File: src/logic/fepc_pkg.sv
// package for the flash erase and protect controller: map, codes, timing
package fepc_pkg;
  // register byte addresses
  localparam logic [7:0] CTRL_ADDR   = 8'h00;
  localparam logic [7:0] PAGE_ADDR   = 8'h04;
  localparam logic [7:0] STATUS_ADDR = 8'h08;
  localparam logic [7:0] MASK_ADDR   = 8'h0C;
  localparam logic [7:0] OPTION_ADDR = 8'h10;
  localparam logic [7:0] RSVD_ADDR   = 8'h14;
  // reserved option byte location in program memory, always reads ones
  localparam logic [15:0] RSVD_OPT_LOC = 16'h0001;
  localparam logic [7:0]  RSVD_OPT_VAL = 8'hFF;
  // command codes
  localparam logic [7:0] CMD_UNLOCK1 = 8'h73;
  localparam logic [7:0] CMD_UNLOCK2 = 8'h8C;
  localparam logic [7:0] CMD_PAGE    = 8'h95;
  localparam logic [7:0] CMD_MASS    = 8'h63;
  localparam logic [7:0] CMD_BYPASS  = 8'hA5;
  // flash geometry
  localparam int PAGE_BYTES  = 512;
  localparam int FLASH_PAGES = 64;
  localparam logic [7:0] ERASED_BYTE = 8'hFF;
  // ctrl fields
  localparam int CTRL_BYPASS_BIT = 8;
  localparam int CTRL_DEBUG_BIT  = 9;
  // status fields
  localparam int ST_BUSY_BIT   = 0;
  localparam int ST_UNLOCK_BIT = 1;
  localparam int ST_PDONE_BIT  = 2;
  localparam int ST_MDONE_BIT  = 3;
  localparam int ST_REFUSE_BIT = 4;
  // option fields
  localparam int OPT_GWP_BIT = 0;
  localparam int OPT_HSW_BIT = 1;
  localparam logic [1:0] OPT_RESET = 2'b00;
  // erase times
  localparam int CLK_MHZ       = 20;
  localparam int PAGE_ERASE_US = 10;
  localparam int MASS_ERASE_US = 200;
  localparam int PAGE_CYCLES   = PAGE_ERASE_US * CLK_MHZ;
  localparam int MASS_CYCLES   = MASS_ERASE_US * CLK_MHZ;
  // operation kinds
  typedef enum logic [1:0] {OP_PAGE = 2'b01, OP_MASS = 2'b10} fepc_op_t;
endpackage : fepc_pkg

File: src/logic/fepc_timer.sv
// erase duration timer: pulses done after a loaded count
`timescale 1ns/100ps
`default_nettype none
module fepc_timer #(
  parameter int WIDTH = 16
) (
  // clock and reset
  input  wire logic             aclk,
  input  wire logic             aresetn,
  // control
  input  wire logic             start,
  input  wire logic [WIDTH-1:0] count,
  output logic                  done
);
  logic [WIDTH-1:0] cnt_reg;
  logic             run_reg;

  initial begin
    if (WIDTH < 2) $error("fepc_timer width too small");
  end

  always_ff @(posedge aclk) begin
    if (!aresetn) begin
      cnt_reg <= '0;
      run_reg <= 1'b0;
      done    <= 1'b0;
    end else begin
      done <= 1'b0;
      if (start) begin
        cnt_reg <= count;
        run_reg <= 1'b1;
      end else if (run_reg) begin
        if (cnt_reg <= {{(WIDTH-1){1'b0}}, 1'b1}) begin
          run_reg <= 1'b0;
          done    <= 1'b1;
        end else begin
          cnt_reg <= cnt_reg - 1'b1;
        end
      end
    end
  end
endmodule : fepc_timer
`default_nettype wire

File: src/logic/fepc_top.sv
// flash erase sequencer with write protection, bypass and axi4-lite registers
// Summary of operation
// (RQ1) page erase sets exactly one 512-byte page to FFH
// (RQ2) erased page is the page-select value when the command is written
// (RQ3) when unlocked, command 95H starts a page erase
// (RQ4) processor stalls during any erase; clock and peripherals keep running; in bypass the code holds cpu_stall low during pin erases
// (RQ5) debugger polls status until completion before further operations
// (RQ6) page erase end relocks the controller
// (RQ7) when unlocked, command 63H starts a mass erase
// (RQ8) mass erase sets every byte of the whole flash to FFH
// (RQ9) mass erase end relocks; completion visible in status
// (RQ10) software programs a byte at most twice between erases
// (RQ11) both protect bits zero: user erases refused, debugger mass erase allowed
// (RQ12) high-sector bit only: page erase in high sector only, no user mass erase
// (RQ13) global protect bit one: all erases allowed
// (RQ14) option byte at 0001H stays all ones, kept through reset
// (RQ15) bypass mode routes raw flash control signals to gpio pins
// (RQ16) page and mass erase stay achievable by external pins in bypass
// (RQ17) locked or protected erase commands are ignored, flash unchanged
//
// The implementer's own choice: register access over AXI4-Lite.
`timescale 1ns/100ps
`default_nettype none
module fepc_top #(
  parameter int PAGE_W      = 6,
  parameter int HIGH_PAGES  = 2,
  parameter int PAGE_CYCLES = fepc_pkg::PAGE_CYCLES,
  parameter int MASS_CYCLES = fepc_pkg::MASS_CYCLES
) (
  // clock and reset
  input  wire logic              aclk,
  input  wire logic              aresetn,
  // axi4-lite write address and data
  input  wire logic [7:0]        s_axi_awaddr,
  input  wire logic              s_axi_awvalid,
  output logic                   s_axi_awready,
  input  wire logic [31:0]       s_axi_wdata,
  input  wire logic [3:0]        s_axi_wstrb,
  input  wire logic              s_axi_wvalid,
  output logic                   s_axi_wready,
  output logic [1:0]             s_axi_bresp,
  output logic                   s_axi_bvalid,
  input  wire logic              s_axi_bready,
  // axi4-lite read
  input  wire logic [7:0]        s_axi_araddr,
  input  wire logic              s_axi_arvalid,
  output logic                   s_axi_arready,
  output logic [31:0]            s_axi_rdata,
  output logic [1:0]             s_axi_rresp,
  output logic                   s_axi_rvalid,
  input  wire logic              s_axi_rready,
  // flash array control
  output logic                   flash_page_erase,
  output logic                   flash_mass_erase,
  output logic [PAGE_W-1:0]      flash_page,
  // processor stall and interrupt
  output logic                   cpu_stall,
  output logic                   irq,
  // bypass: gpio-driven flash control and mirror out
  input  wire logic              gpio_page_erase,
  input  wire logic              gpio_mass_erase,
  input  wire logic [PAGE_W-1:0] gpio_page,
  output logic                   bypass_active
);
  typedef enum logic [2:0] {
    ST_IDLE = 3'b001,
    ST_PAGE = 3'b010,
    ST_MASS = 3'b100
  } fepc_state_t;

  localparam int TW = $clog2(MASS_CYCLES + 2);

  initial begin
    if (HIGH_PAGES < 1 || HIGH_PAGES > (1 << PAGE_W)) $error("bad high sector size");
    if (PAGE_CYCLES < 1 || MASS_CYCLES < 1) $error("erase times must be positive");
    // the timer is sized for the mass erase, so a longer page time would be cut short
    if (PAGE_CYCLES > MASS_CYCLES) $error("page erase time exceeds mass erase time");
  end

  fepc_state_t       state_reg;
  logic [1:0]        unlock_reg;
  logic [PAGE_W-1:0] page_reg;
  logic [1:0]        opt_reg;
  logic              bypass_reg;
  logic              debug_reg;
  logic [4:0]        status_reg;
  logic [4:0]        mask_reg;
  logic              aw_reg, w_reg;
  logic [7:0]        awaddr_reg;
  logic [31:0]       wdata_reg;
  logic [3:0]        wstrb_reg;
  logic              timer_start;
  logic [TW-1:0]     timer_count;
  logic              timer_done;

  // high sector is the top HIGH_PAGES pages of the array
  function automatic logic in_high(input logic [PAGE_W-1:0] pg);
    in_high = (int'(pg) >= (1 << PAGE_W) - HIGH_PAGES);
  endfunction : in_high

  function automatic logic mapped(input logic [7:0] a);
    mapped = (a == fepc_pkg::CTRL_ADDR) || (a == fepc_pkg::PAGE_ADDR) ||
             (a == fepc_pkg::STATUS_ADDR) || (a == fepc_pkg::MASK_ADDR) ||
             (a == fepc_pkg::OPTION_ADDR) || (a == fepc_pkg::RSVD_ADDR);
  endfunction : mapped

  // write channel capture, either order
  wire wr_go = aw_reg && w_reg && !s_axi_bvalid;
  wire ctrl_wr = wr_go && awaddr_reg == fepc_pkg::CTRL_ADDR && wstrb_reg[0];
  wire [7:0] cmd = wdata_reg[7:0];
  wire idle = (state_reg == ST_IDLE) && !bypass_reg;
  wire unlocked = unlock_reg == 2'd2;
  wire gwp = opt_reg[fepc_pkg::OPT_GWP_BIT];
  wire hsw = opt_reg[fepc_pkg::OPT_HSW_BIT];
  wire page_ok = gwp || (hsw && in_high(page_reg)); // [RQ11] [RQ12] [RQ13]
  wire mass_ok = gwp || debug_reg;                   // [RQ11] [RQ12] [RQ13]
  wire page_cmd = ctrl_wr && cmd == fepc_pkg::CMD_PAGE;
  wire mass_cmd = ctrl_wr && cmd == fepc_pkg::CMD_MASS;
  wire go_page = idle && unlocked && page_cmd && page_ok; // [RQ3]
  wire go_mass = idle && unlocked && mass_cmd && mass_ok; // [RQ7]
  // commands during an erase are dropped silently: idle gates both go and refused
  wire refused = idle && (page_cmd && !go_page || mass_cmd && !go_mass); // [RQ17]
  wire rd_go = s_axi_arvalid && s_axi_arready;
  wire status_rd = rd_go && s_axi_araddr == fepc_pkg::STATUS_ADDR;

  always_ff @(posedge aclk) begin
    if (!aresetn) begin
      aw_reg        <= 1'b0;
      w_reg         <= 1'b0;
      awaddr_reg    <= '0;
      wdata_reg     <= '0;
      wstrb_reg     <= '0;
      s_axi_awready <= 1'b1;
      s_axi_wready  <= 1'b1;
      s_axi_bvalid  <= 1'b0;
      s_axi_bresp   <= 2'b00;
    end else begin
      if (s_axi_awvalid && s_axi_awready) begin
        aw_reg        <= 1'b1;
        awaddr_reg    <= s_axi_awaddr;
        s_axi_awready <= 1'b0;
      end
      if (s_axi_wvalid && s_axi_wready) begin
        w_reg        <= 1'b1;
        wdata_reg    <= s_axi_wdata;
        wstrb_reg    <= s_axi_wstrb;
        s_axi_wready <= 1'b0;
      end
      if (wr_go) begin
        aw_reg       <= 1'b0;
        w_reg        <= 1'b0;
        s_axi_bvalid <= 1'b1;
        s_axi_bresp  <= mapped(awaddr_reg) ? 2'b00 : 2'b10;
      end
      if (s_axi_bvalid && s_axi_bready) begin
        s_axi_bvalid  <= 1'b0;
        s_axi_awready <= 1'b1;
        s_axi_wready  <= 1'b1;
      end
    end
  end

  // read channel: one outstanding read, answered the cycle after address
  always_ff @(posedge aclk) begin
    if (!aresetn) begin
      s_axi_arready <= 1'b1;
      s_axi_rvalid  <= 1'b0;
      s_axi_rdata   <= '0;
      s_axi_rresp   <= 2'b00;
    end else begin
      if (rd_go) begin
        s_axi_arready <= 1'b0;
        s_axi_rvalid  <= 1'b1;
        s_axi_rresp   <= mapped(s_axi_araddr) ? 2'b00 : 2'b10;
        case (s_axi_araddr)
          fepc_pkg::CTRL_ADDR:   s_axi_rdata <= {22'h0, debug_reg, bypass_reg, 8'h00};
          fepc_pkg::PAGE_ADDR:   s_axi_rdata <= {{(32-PAGE_W){1'b0}}, page_reg};
          fepc_pkg::STATUS_ADDR: s_axi_rdata <= {27'h0, status_reg}; // [RQ5] [RQ9]
          fepc_pkg::MASK_ADDR:   s_axi_rdata <= {27'h0, mask_reg};
          fepc_pkg::OPTION_ADDR: s_axi_rdata <= {30'h0, opt_reg};
          fepc_pkg::RSVD_ADDR:   s_axi_rdata <= {24'h0, fepc_pkg::RSVD_OPT_VAL}; // [RQ14]
          default:               s_axi_rdata <= 32'h0000_0000;
        endcase
      end
      if (s_axi_rvalid && s_axi_rready) begin
        s_axi_rvalid  <= 1'b0;
        s_axi_arready <= 1'b1;
      end
    end
  end

  // configuration registers
  always_ff @(posedge aclk) begin
    if (!aresetn) begin
      page_reg   <= '0;
      opt_reg    <= fepc_pkg::OPT_RESET;
      bypass_reg <= 1'b0;
      debug_reg  <= 1'b0;
      mask_reg   <= '0;
    end else if (wr_go && wstrb_reg[0]) begin
      case (awaddr_reg)
        // page select is frozen while an erase runs so the target cannot move
        fepc_pkg::PAGE_ADDR:   if (state_reg == ST_IDLE) page_reg <= wdata_reg[PAGE_W-1:0];
        fepc_pkg::MASK_ADDR:   mask_reg <= wdata_reg[4:0];
        fepc_pkg::OPTION_ADDR: opt_reg <= wdata_reg[1:0];
        default:               ;
      endcase
      if (awaddr_reg == fepc_pkg::CTRL_ADDR && wstrb_reg[1] && state_reg == ST_IDLE) begin
        bypass_reg <= wdata_reg[fepc_pkg::CTRL_BYPASS_BIT]; // [RQ15]
        debug_reg  <= wdata_reg[fepc_pkg::CTRL_DEBUG_BIT];
      end
    end
  end

  // unlock sequence: two codes in order; anything else relocks
  always_ff @(posedge aclk) begin
    if (!aresetn) begin
      unlock_reg <= 2'd0;
    end else if (go_page || go_mass || refused) begin
      unlock_reg <= 2'd0; // [RQ6] [RQ9]
    end else if (ctrl_wr && idle) begin
      if (unlock_reg == 2'd0 && cmd == fepc_pkg::CMD_UNLOCK1) unlock_reg <= 2'd1;
      else if (unlock_reg == 2'd1 && cmd == fepc_pkg::CMD_UNLOCK2) unlock_reg <= 2'd2;
      else unlock_reg <= 2'd0;
    end
  end

  // erase sequencer
  always_ff @(posedge aclk) begin
    if (!aresetn) begin
      state_reg <= ST_IDLE;
    end else begin
      case (state_reg)
        ST_IDLE: begin
          if (go_page) state_reg <= ST_PAGE;
          else if (go_mass) state_reg <= ST_MASS;
        end
        ST_PAGE: if (timer_done) state_reg <= ST_IDLE;
        ST_MASS: if (timer_done) state_reg <= ST_IDLE;
        default: state_reg <= ST_IDLE;
      endcase
    end
  end

  assign timer_start = go_page || go_mass;
  // both counts fit because the width follows the longer mass erase
  assign timer_count = go_mass ? TW'(MASS_CYCLES) : TW'(PAGE_CYCLES);

  fepc_timer #(.WIDTH(TW)) u_timer (
    .aclk    (aclk),
    .aresetn (aresetn),
    .start   (timer_start),
    .count   (timer_count),
    .done    (timer_done)
  );

  // sticky status: hardware set wins over the read clear
  always_ff @(posedge aclk) begin
    if (!aresetn) begin
      status_reg <= '0;
    end else begin
      status_reg[fepc_pkg::ST_BUSY_BIT]   <= state_reg != ST_IDLE || timer_start;
      status_reg[fepc_pkg::ST_UNLOCK_BIT] <= unlock_reg == 2'd2;
      if (status_rd) begin
        status_reg[fepc_pkg::ST_REFUSE_BIT:fepc_pkg::ST_PDONE_BIT] <= 3'b000;
      end
      if (timer_done && state_reg == ST_PAGE) status_reg[fepc_pkg::ST_PDONE_BIT] <= 1'b1;
      if (timer_done && state_reg == ST_MASS) status_reg[fepc_pkg::ST_MDONE_BIT] <= 1'b1;
      if (refused) status_reg[fepc_pkg::ST_REFUSE_BIT] <= 1'b1; // [RQ17]
    end
  end

  // flash control outputs; bypass hands them to gpio
  always_ff @(posedge aclk) begin
    if (!aresetn) begin
      flash_page_erase <= 1'b0;
      flash_mass_erase <= 1'b0;
      flash_page       <= '0;
      cpu_stall        <= 1'b0;
      irq              <= 1'b0;
      bypass_active    <= 1'b0;
    end else begin
      bypass_active <= bypass_reg;
      irq           <= |(status_reg[4:2] & mask_reg[4:2]);
      if (bypass_reg) begin
        flash_page_erase <= gpio_page_erase; // [RQ15] [RQ16]
        flash_mass_erase <= gpio_mass_erase; // [RQ16]
        flash_page       <= gpio_page;
        cpu_stall        <= 1'b0;
      end else begin
        // erase strobe level lasts the whole erase; array clears the selected page
        flash_page_erase <= (state_reg == ST_PAGE) && !timer_done;           // [RQ1]
        flash_mass_erase <= (state_reg == ST_MASS) && !timer_done;           // [RQ8]
        if (go_page) flash_page <= page_reg;                                 // [RQ2]
        cpu_stall        <= (state_reg != ST_IDLE || timer_start) && !timer_done; // [RQ4]
      end
    end
  end
endmodule : fepc_top
`default_nettype wire

File: config.mk
export PLATFORM = sky130hd
export DESIGN_NAME = fepc_top
export DESIGN_NICKNAME = d
export VERILOG_FILES = /design/src/logic/fepc_pkg.sv /design/src/logic/fepc_timer.sv /design/src/logic/fepc_top.sv
export SDC_FILE = /design/constraint.sdc
export NUM_CORES = 1
export LEC_CHECK = 0
export ABC_AREA = 1
export BUFFER_PORTS_ARGS = -buffer_cell sky130_fd_sc_hd__buf_2
export CORE_MARGIN = 5
export CORE_UTILIZATION = 55
export CTS_BUF_LIST = sky130_fd_sc_hd__clkbuf_8
export DETAILED_ROUTE_END_ITERATION = 8
export GPL_ROUTABILITY_DRIVEN = 0
export GPL_TIMING_DRIVEN = 1
export PLACE_DENSITY_LB_ADDON = 0.08
export SKIP_LAST_GASP = 1
export SLEW_MARGIN = 15
export SYNTH_ARGS = -nofsm -noshare
export SYNTH_HDL_FRONTEND = slang
export SYNTH_HIERARCHICAL = 1
export SYNTH_SLANG_ARGS = --single-unit
export TNS_END_PERCENT = 10
File: constraint.sdc
create_clock -name aclk -period 2.5 [get_ports aclk]
set_clock_uncertainty 0.1 [all_clocks]
set_input_delay 0.125 -clock aclk [delete_from_list [all_inputs] [get_ports aclk]]
set_output_delay 0.125 -clock aclk [all_outputs]
set_load 0.1 [all_outputs]
==> After elaboration in Yosys (flattened, before gate mapping) <==
Cells that the tools add are included.
{ "classes": {"mux": 25, "n_lt_le_gt_ge": 2, "eq_ne": 23, "n_reduce_logical": 76, "n_addsub": 1, "bitwise_logic": 3} }
{ "op_table": {"columns": ["cell", "count"], "rows": [
  ["10-bit one-hot mux with 6 select lines", 1],
  ["12-bit two-way mux", 4],
  ["1-bit logical AND", 33],
  ["8-bit by 4-bit equality test with 1-bit output (second input constant)", 4],
  ["8-bit by 5-bit equality test with 1-bit output (second input constant)", 4],
  ["8-bit by 3-bit equality test with 1-bit output (second input constant)", 2],
  ["8-bit by 7-bit equality test with 1-bit output (second input constant)", 2],
  ["8-bit equality test (second input constant)", 2],
  ["8-bit zero test", 2],
  ["1-bit logical OR", 16],
  ["12-bit by 1-bit less-or-equal comparator with 1-bit output (second input constant)", 1],
  ["3-bit two-way mux", 4],
  ["6-bit two-way mux", 2],
  ["2-bit OR reduction", 6],
  ["12-bit by 1-bit subtractor with 12-bit output (second input constant)", 1],
  ["2-bit AND reduction", 5],
  ["2-bit nonzero test", 5],
  ["1-bit two-way mux", 9],
  ["2-bit two-way mux", 4],
  ["6-bit >= comparator (second input constant)", 1],
  ["3-bit one-hot mux with 2 select lines", 1],
  ["3-bit OR reduction", 2],
  ["1-bit zero test", 5],
  ["3-bit AND", 1],
  ["12 further kinds", 13]
]} }
{ "totals": {"word_cells": 163, "output_inout_bits": 52, "reg_bits": 113} }

==> Longest topological paths before layout <==
{ "depth": {"depth_word": 13, "ltp_mapped": 15, "ltp_nobuf": 13} }

==> Modules after synthesis <==
The synthesis kept the hierarchy.
{ "by_module_without_submodules": {"columns": ["mod", "instances", "cells_each", "area_per_inst_um2", "seq_area_each_um2"], "rows": [
  ["fepc_top", 1, 493, 3490.8, 1481.4],
  ["fepc_timer", 1, 154, 952.2, 280.3]
]} }

==> Least setup slack after synthesis <==
No wires, ideal clock.
{ "synth_timing": {"path_kind": "flip-flop to flip-flop", "from": "reg s_axi_bvalid", "to": "reg u_timer.cnt_reg[4]", "setup_time_ns": 0.078, "stages_incl_launch_ff": 14, "period_less_slack_ns": 2.529, "slack_ns": -0.029, "arrival_ns": 2.351, "path_buffers": 3, "required_time_ns": 2.322, "path_cell_list": "dfxtp_1 inv_2 nand3_4 nor2_8 nand2_4 nor2_4 nand2_4 nand2_1 buf_2 inv_2 buf_2 buf_2 o21ai_0 nor3_1"} }
{ "synth_via": {"elab_chain_cells": 10} }
{ "synth_rtl": {"columns": ["item", "line_no", "source"], "rows": [
  ["from (decl)", "fepc_top.sv:42", "output logic s_axi_bvalid,"],
  ["from (signal assigned)", "fepc_top.sv:135", "s_axi_bvalid <= 1'b0;"],
  ["from (signal assigned)", "fepc_top.sv:152", "s_axi_bvalid <= 1'b1;"],
  ["from (signal assigned)", "fepc_top.sv:156", "s_axi_bvalid <= 1'b0;"],
  ["1-bit zero test (*)", "fepc_top.sv:108", "wire wr_go = aw_reg && w_reg && !s_axi_bvalid;"],
  ["1-bit logical AND (*)", "fepc_top.sv:108", null],
  ["1-bit logical AND (*) (2 in a row)", "fepc_top.sv:109", "wire ctrl_wr = wr_go && awaddr_reg == fepc_pkg::CTRL_ADDR && wstrb_reg[0];"],
  ["1-bit logical AND (on tied branches)", "fepc_top.sv:117, fepc_top.sv:118", null],
  ["1-bit logical AND (on tied branches) (2 in a row)", "fepc_top.sv:119, fepc_top.sv:120", null],
  ["1-bit logical OR (*)", "fepc_top.sv:245", "assign timer_start = go_page || go_mass;"],
  ["named net timer_start", "fepc_top.sv:92", "logic timer_start;"],
  ["2-bit inequality test (no line) / 2-bit nonzero test (equally long branches)", null, null],
  ["2-bit AND reduction (no line)", null, null],
  ["to (signal assigned)", "fepc_timer.sv:30", "cnt_reg <= count;"],
  ["to (signal assigned)", "fepc_timer.sv:37", "cnt_reg <= cnt_reg - 1'b1;"],
  ["to (decl)", "fepc_timer.sv:15", "logic [WIDTH-1:0] cnt_reg;"]
]} }
The timed path passes the listed nets; every way through them passes the cells marked *.
A chain may end at the register's enable or synchronous reset.

==> Worst setup path after layout <==
{ "layout_timing": {"from": "reg wdata_reg[0]", "to": "reg u_timer.cnt_reg[5]"} }
{ "layout_via": {"elab_chain_cells": 7} }
{ "layout_rtl": {"columns": ["item", "line_no", "source"], "rows": [
  ["from (decl)", "fepc_top.sv:90", "logic [31:0] wdata_reg;"],
  ["from (signal assigned)", "fepc_top.sv:145", "wdata_reg <= s_axi_wdata;"],
  ["8-bit equality test / 8-bit by 7-bit equality test with 1-bit output (equally long branches)", "fepc_top.sv:117, fepc_top.sv:118", null],
  ["1-bit logical AND (on tied branches)", "fepc_top.sv:117, fepc_top.sv:118", null],
  ["1-bit logical AND (on tied branches) (2 in a row)", "fepc_top.sv:119, fepc_top.sv:120", null],
  ["1-bit logical OR (*)", "fepc_top.sv:245", null],
  ["named net timer_start", "fepc_top.sv:92", null],
  ["2-bit inequality test (no line) / 2-bit nonzero test (equally long branches)", null, null],
  ["2-bit AND reduction (no line)", null, null]
]} }
Marks and branches as above.

==> impl_summary.txt <==
----------------------------------------------------
[Setup path]
  Worst Setup Path Type ... flip-flop to flip-flop
  Worst Reg-to-Reg Cells ... 12
  Critical path's top delay family ... simple AND/OR/NAND/NOR gates
  Flop-to-flop setup slack ... 450 ps
  Origin of the critical flop-to-flop path ... wdata_reg[0]
  Critical Path Sink Type ... flip-flop
  Arrival @ worst endpoint ... 2260 ps
  Critical register-to-register path endpoint ... u_timer/cnt_reg[5]
  Crit path max-delay cell type ... sky130_fd_sc_hd__dfxtp_1
  Startpoint class of the critical path ... flip-flop
  Peak fanout along the critical path ... 11
  Max stage delay on crit path ... 450 ps
  Crit-path cells ... nand2_1, nor2_1, nand3_1, nor2_2, nand2_2, nand2_1, inv_2, nand2_2, nand2_1, inv_2, nand2_1, nand2_1
  Data required time of the critical path ... 2710 ps
  Critical Path Most Common Cell ... sky130_fd_sc_hd__nand2_1
  CP Buf/Inv Count ... 2

[STA]
  Count of final max-slew check failures ... 0
  Portion of the clock cycle consumed by the worst path in the final layout ... 0.820
  Number of setup violations in the final report ... 0
  Top achievable clock speed ... 488 MHz
  Worst rel slew slack ... 0.554
  Slew at the pin closest to its max-slew limit ... 667 ps
  Fin. Hold Viols ... 0
  Time the worst path needs with I/O delays and setup ... 2050 ps
  Setup TNS after final layout ... 0 ps
  Unrepaired setup endpoints after global routing ... no

[Final layout]
  Fraction of final layout cells sized beyond drive strength 1 ... 0.168
  FILL cells ... 741
  Number of inserted diodes ... 0
  Signed area change from the synthesized netlist to the final layout ... 17.4%
  Nets ... 809
  Share of the core filled with cells ... 0.668
  Max FFs per register ... 12

[Power]
  PwrDens ... 576 mW/mm2
  Lkg Pwr ... 2.51 nW
  Largest voltage drop on the vdd net ... 0.386 mV
  Overall Power ... 0.00301 W

[Synth]
  Gate count of the mapped netlist ... 647
  Main flop type after synthesis ... sky130_fd_sc_hd__dfxtp_1
  Share of the synthesized area in the top cell type ... 0.397
  Combinational family with the most area after synthesis ... simple AND/OR/NAND/NOR gates
  Share of flip-flops with an asynchronous set or reset ... 0
  Synth Area in Compound Gates ... 0.142
  Adder-cell share of the synthesized area ... 0.00563
  Number of flip-flops and latches in the synthesized netlist ... 88
  Mux cell area share after synthesis ... 0
  Cell taking the most area after synthesis ... sky130_fd_sc_hd__dfxtp_1
  Mapped Area ... 0.00444 mm2
  Distinct cell type count of the synthesized netlist ... 40
  Portion of the post-synthesis area used by sequential elements ... 0.397
  Synth Area per Inst ... 6.87 um2
  Xor and xnor area share after synthesis ... 0.00197
  Number of enable-type register cells in the synthesized netlist ... 0
  Warnings from Yosys ... 6
  Simple-gate portion of the synthesized area ... 0.332
  Cell types occupying the most area after synthesis ... sky130_fd_sc_hd__dfxtp_1 40%, sky130_fd_sc_hd__nand2_1 12%, sky130_fd_sc_hd__nor2_1 7.5%

[Floorplan]
  Number of top-level pins ... 119
  Row count ... 32
  Std-Cell Core Area ... 0.00781 mm2
  Die height ... 99.9 um
  Chip Width ... 99.9 um
  Initial core utilization ... 0.569
  DIE AREA ... 0.00998 mm2

[Clock network]
  Post-CTS resize count ... 0
  Clock Tree Buf Depth ... 2
  CTS clk-pin slew, worst paths ... 100 ps
  Clk root buf ... sky130_fd_sc_hd__clkbuf_8
  Number of CTS-inserted buffers ... 9
  Post-CTS setup repair buffer count ... 0
  CTS tree ... done
  Clk Latency, worst-skew pair ... 360 ps
  Sinks on the clock net ... 88
  Total number of H-tree levels ... 3
  Cts-stage hold buffer count ... 23

[Detailed routing]
  Number of iterations in the first detailed-routing pass ... 5
  Count of antenna-violating nets left after detailed routing ... 0
  Overall via count from detail_route ... 4301
  Post-Route WL ... 10.6 mm
  Drt drc ... 0
  Mean number of vias per cell ... 5.08
  Average wire length per cell after detail routing ... 12.5 um
  1st-iter DRT viols ... 189

[Global route]
  Largest net degree at the start of global routing ... 28
  Vias in the first global route ... 4104
  Global-route wire length before repair ... 17.7 mm
  Initial antenna violation count ... 0
  Final global-route overflow total ... 0
  Global router's overall resource usage ... 0.215

[Run]
  Max-cap violations ... 0

[Hold path]
  Worst Hold Endpoint ... flash_page[2]
  Worst Hold Path Cells ... 5
  Class of the tightest hold or removal check ... input port to flip-flop
  Hold Crit Start ... gpio_page[2]

[Placed design]
  Number of buffers inserted by port buffering ... 70
  Post-detail-place hpwl ... 7.92 mm

[Run status]
  Run status ... finished clean

----------------------------------------------------
## cell usage in the layout, fill, tap and decap left out, drive strengths merged
| cell | n |
|---|---|
| nor4 | 1 |
| clkinvlp | 2 |
| o211ai | 5 |
| o21ai | 53 |
| nor2 | 100 |
| xor2 | 1 |
| dlygate4sd3 | 23 |
| a311oi | 1 |
| clkinv | 1 |
| nand2 | 150 |
| inv | 73 |
| nand3 | 51 |
| nor3 | 12 |
| dfxtp | 88 |
| o21a | 2 |
| a21boi | 2 |
| conb | 29 |
| bufinv | 1 |
| or2 | 2 |
| buf | 75 |
| clkbuf | 9 |
| a31oi | 1 |
| a21oi | 55 |
| o22ai | 1 |
| ha | 2 |
| nor2b | 1 |
| nand4 | 4 |
## cell usage after synthesis (3+ instances only)
master	instances
sky130_fd_sc_hd__a21oi_1	55
sky130_fd_sc_hd__buf_2	3
sky130_fd_sc_hd__buf_4	25
sky130_fd_sc_hd__clkbuf_1	11
sky130_fd_sc_hd__dfxtp_1	88
sky130_fd_sc_hd__inv_1	64
sky130_fd_sc_hd__inv_2	6
sky130_fd_sc_hd__nand2_1	140
sky130_fd_sc_hd__nand2_2	4
sky130_fd_sc_hd__nand2_4	5
sky130_fd_sc_hd__nand3_1	49
sky130_fd_sc_hd__nand4_1	3
sky130_fd_sc_hd__nor2_1	89
sky130_fd_sc_hd__nor2_2	5
sky130_fd_sc_hd__nor2_4	5
sky130_fd_sc_hd__nor3_1	10
sky130_fd_sc_hd__o211ai_1	5
sky130_fd_sc_hd__o21ai_0	49
sky130_fd_sc_hd__o21ai_1	4
## logic make-up after synthesis
group	after synthesis
XOR/XNOR	1
adder cells (fa/ha/maj)	2
AO/OA/AOI/OAI	120
flip-flops	88
AND/OR/NAND/NOR	321
buffers and inverters	113
other	2
## final cells by class
cell class              instances  area [um2]  area share
flip-flops and latches         88        1760       0.338
inverters                      70         263      0.0504
clock inverters                 7        76.3      0.0146
clock buffers                   9         124      0.0237
multi-input cells             473        2250       0.430
repair buffers                 98         618       0.118
well taps                     102         128      0.0245
## metal layers
layer  GRT usage  vias up  routed length [um]
li1            -     2210                   -
met3      0.0354       13                 650
met5           0        -                   0
met4      0.0830        0                 114
met1       0.261     1934                4630
met2       0.379      144                5170
## worst max path at each step
stage / startpoint / end / cells past startpoint
after floorplan: s_axi_bvalid / u_timer/cnt_reg[4] / 13
after global placement: awaddr_reg[6] / u_timer/cnt_reg[5] / 13
after detailed placement: awaddr_reg[6] / u_timer/cnt_reg[7] / 13
after CTS: awaddr_reg[6] / u_timer/cnt_reg[7] / 13
after global routing: awaddr_reg[0] / u_timer/cnt_reg[7] / 13
final: wdata_reg[0] / u_timer/cnt_reg[5] / 12
## worst reg2reg max path: stages, from the launching register on
cell and delay, ps:
sky130_fd_sc_hd__dfxtp_1 450, sky130_fd_sc_hd__nand2_1 130, sky130_fd_sc_hd__nor2_1 170, sky130_fd_sc_hd__nand3_1 110, sky130_fd_sc_hd__nor2_2 170, sky130_fd_sc_hd__nand2_2 100, sky130_fd_sc_hd__nand2_1 110, sky130_fd_sc_hd__inv_2 90
sky130_fd_sc_hd__nand2_2 220, sky130_fd_sc_hd__nand2_1 150, sky130_fd_sc_hd__inv_2 90, sky130_fd_sc_hd__nand2_1 50, sky130_fd_sc_hd__nand2_1 50
## stage by stage
step / instance area, um2 / hold WS [ps] / cells / setup slack, ps
floorplan: 4550 / 138 / 674 / 305
global placement: 4790 / 232 / 808 / 542
detailed placement: 4790 / 235 / 808 / 508
CTS: 5220 / 7.10 / 847 / 492
global route: 5220 / 27.7 / 847 / 316
finish: 5220 / 19.4 / 847 / 450
## where the power goes
group | switching (W) | total, W | internal, W
clock network | 0.000535 | 0.00101 | 0.000471
registers | 0.0000334 | 0.00148 | 0.00145
logic | 0.000414 | 0.000522 | 0.000108
Note: power is estimated with default switching activity, not from simulation.
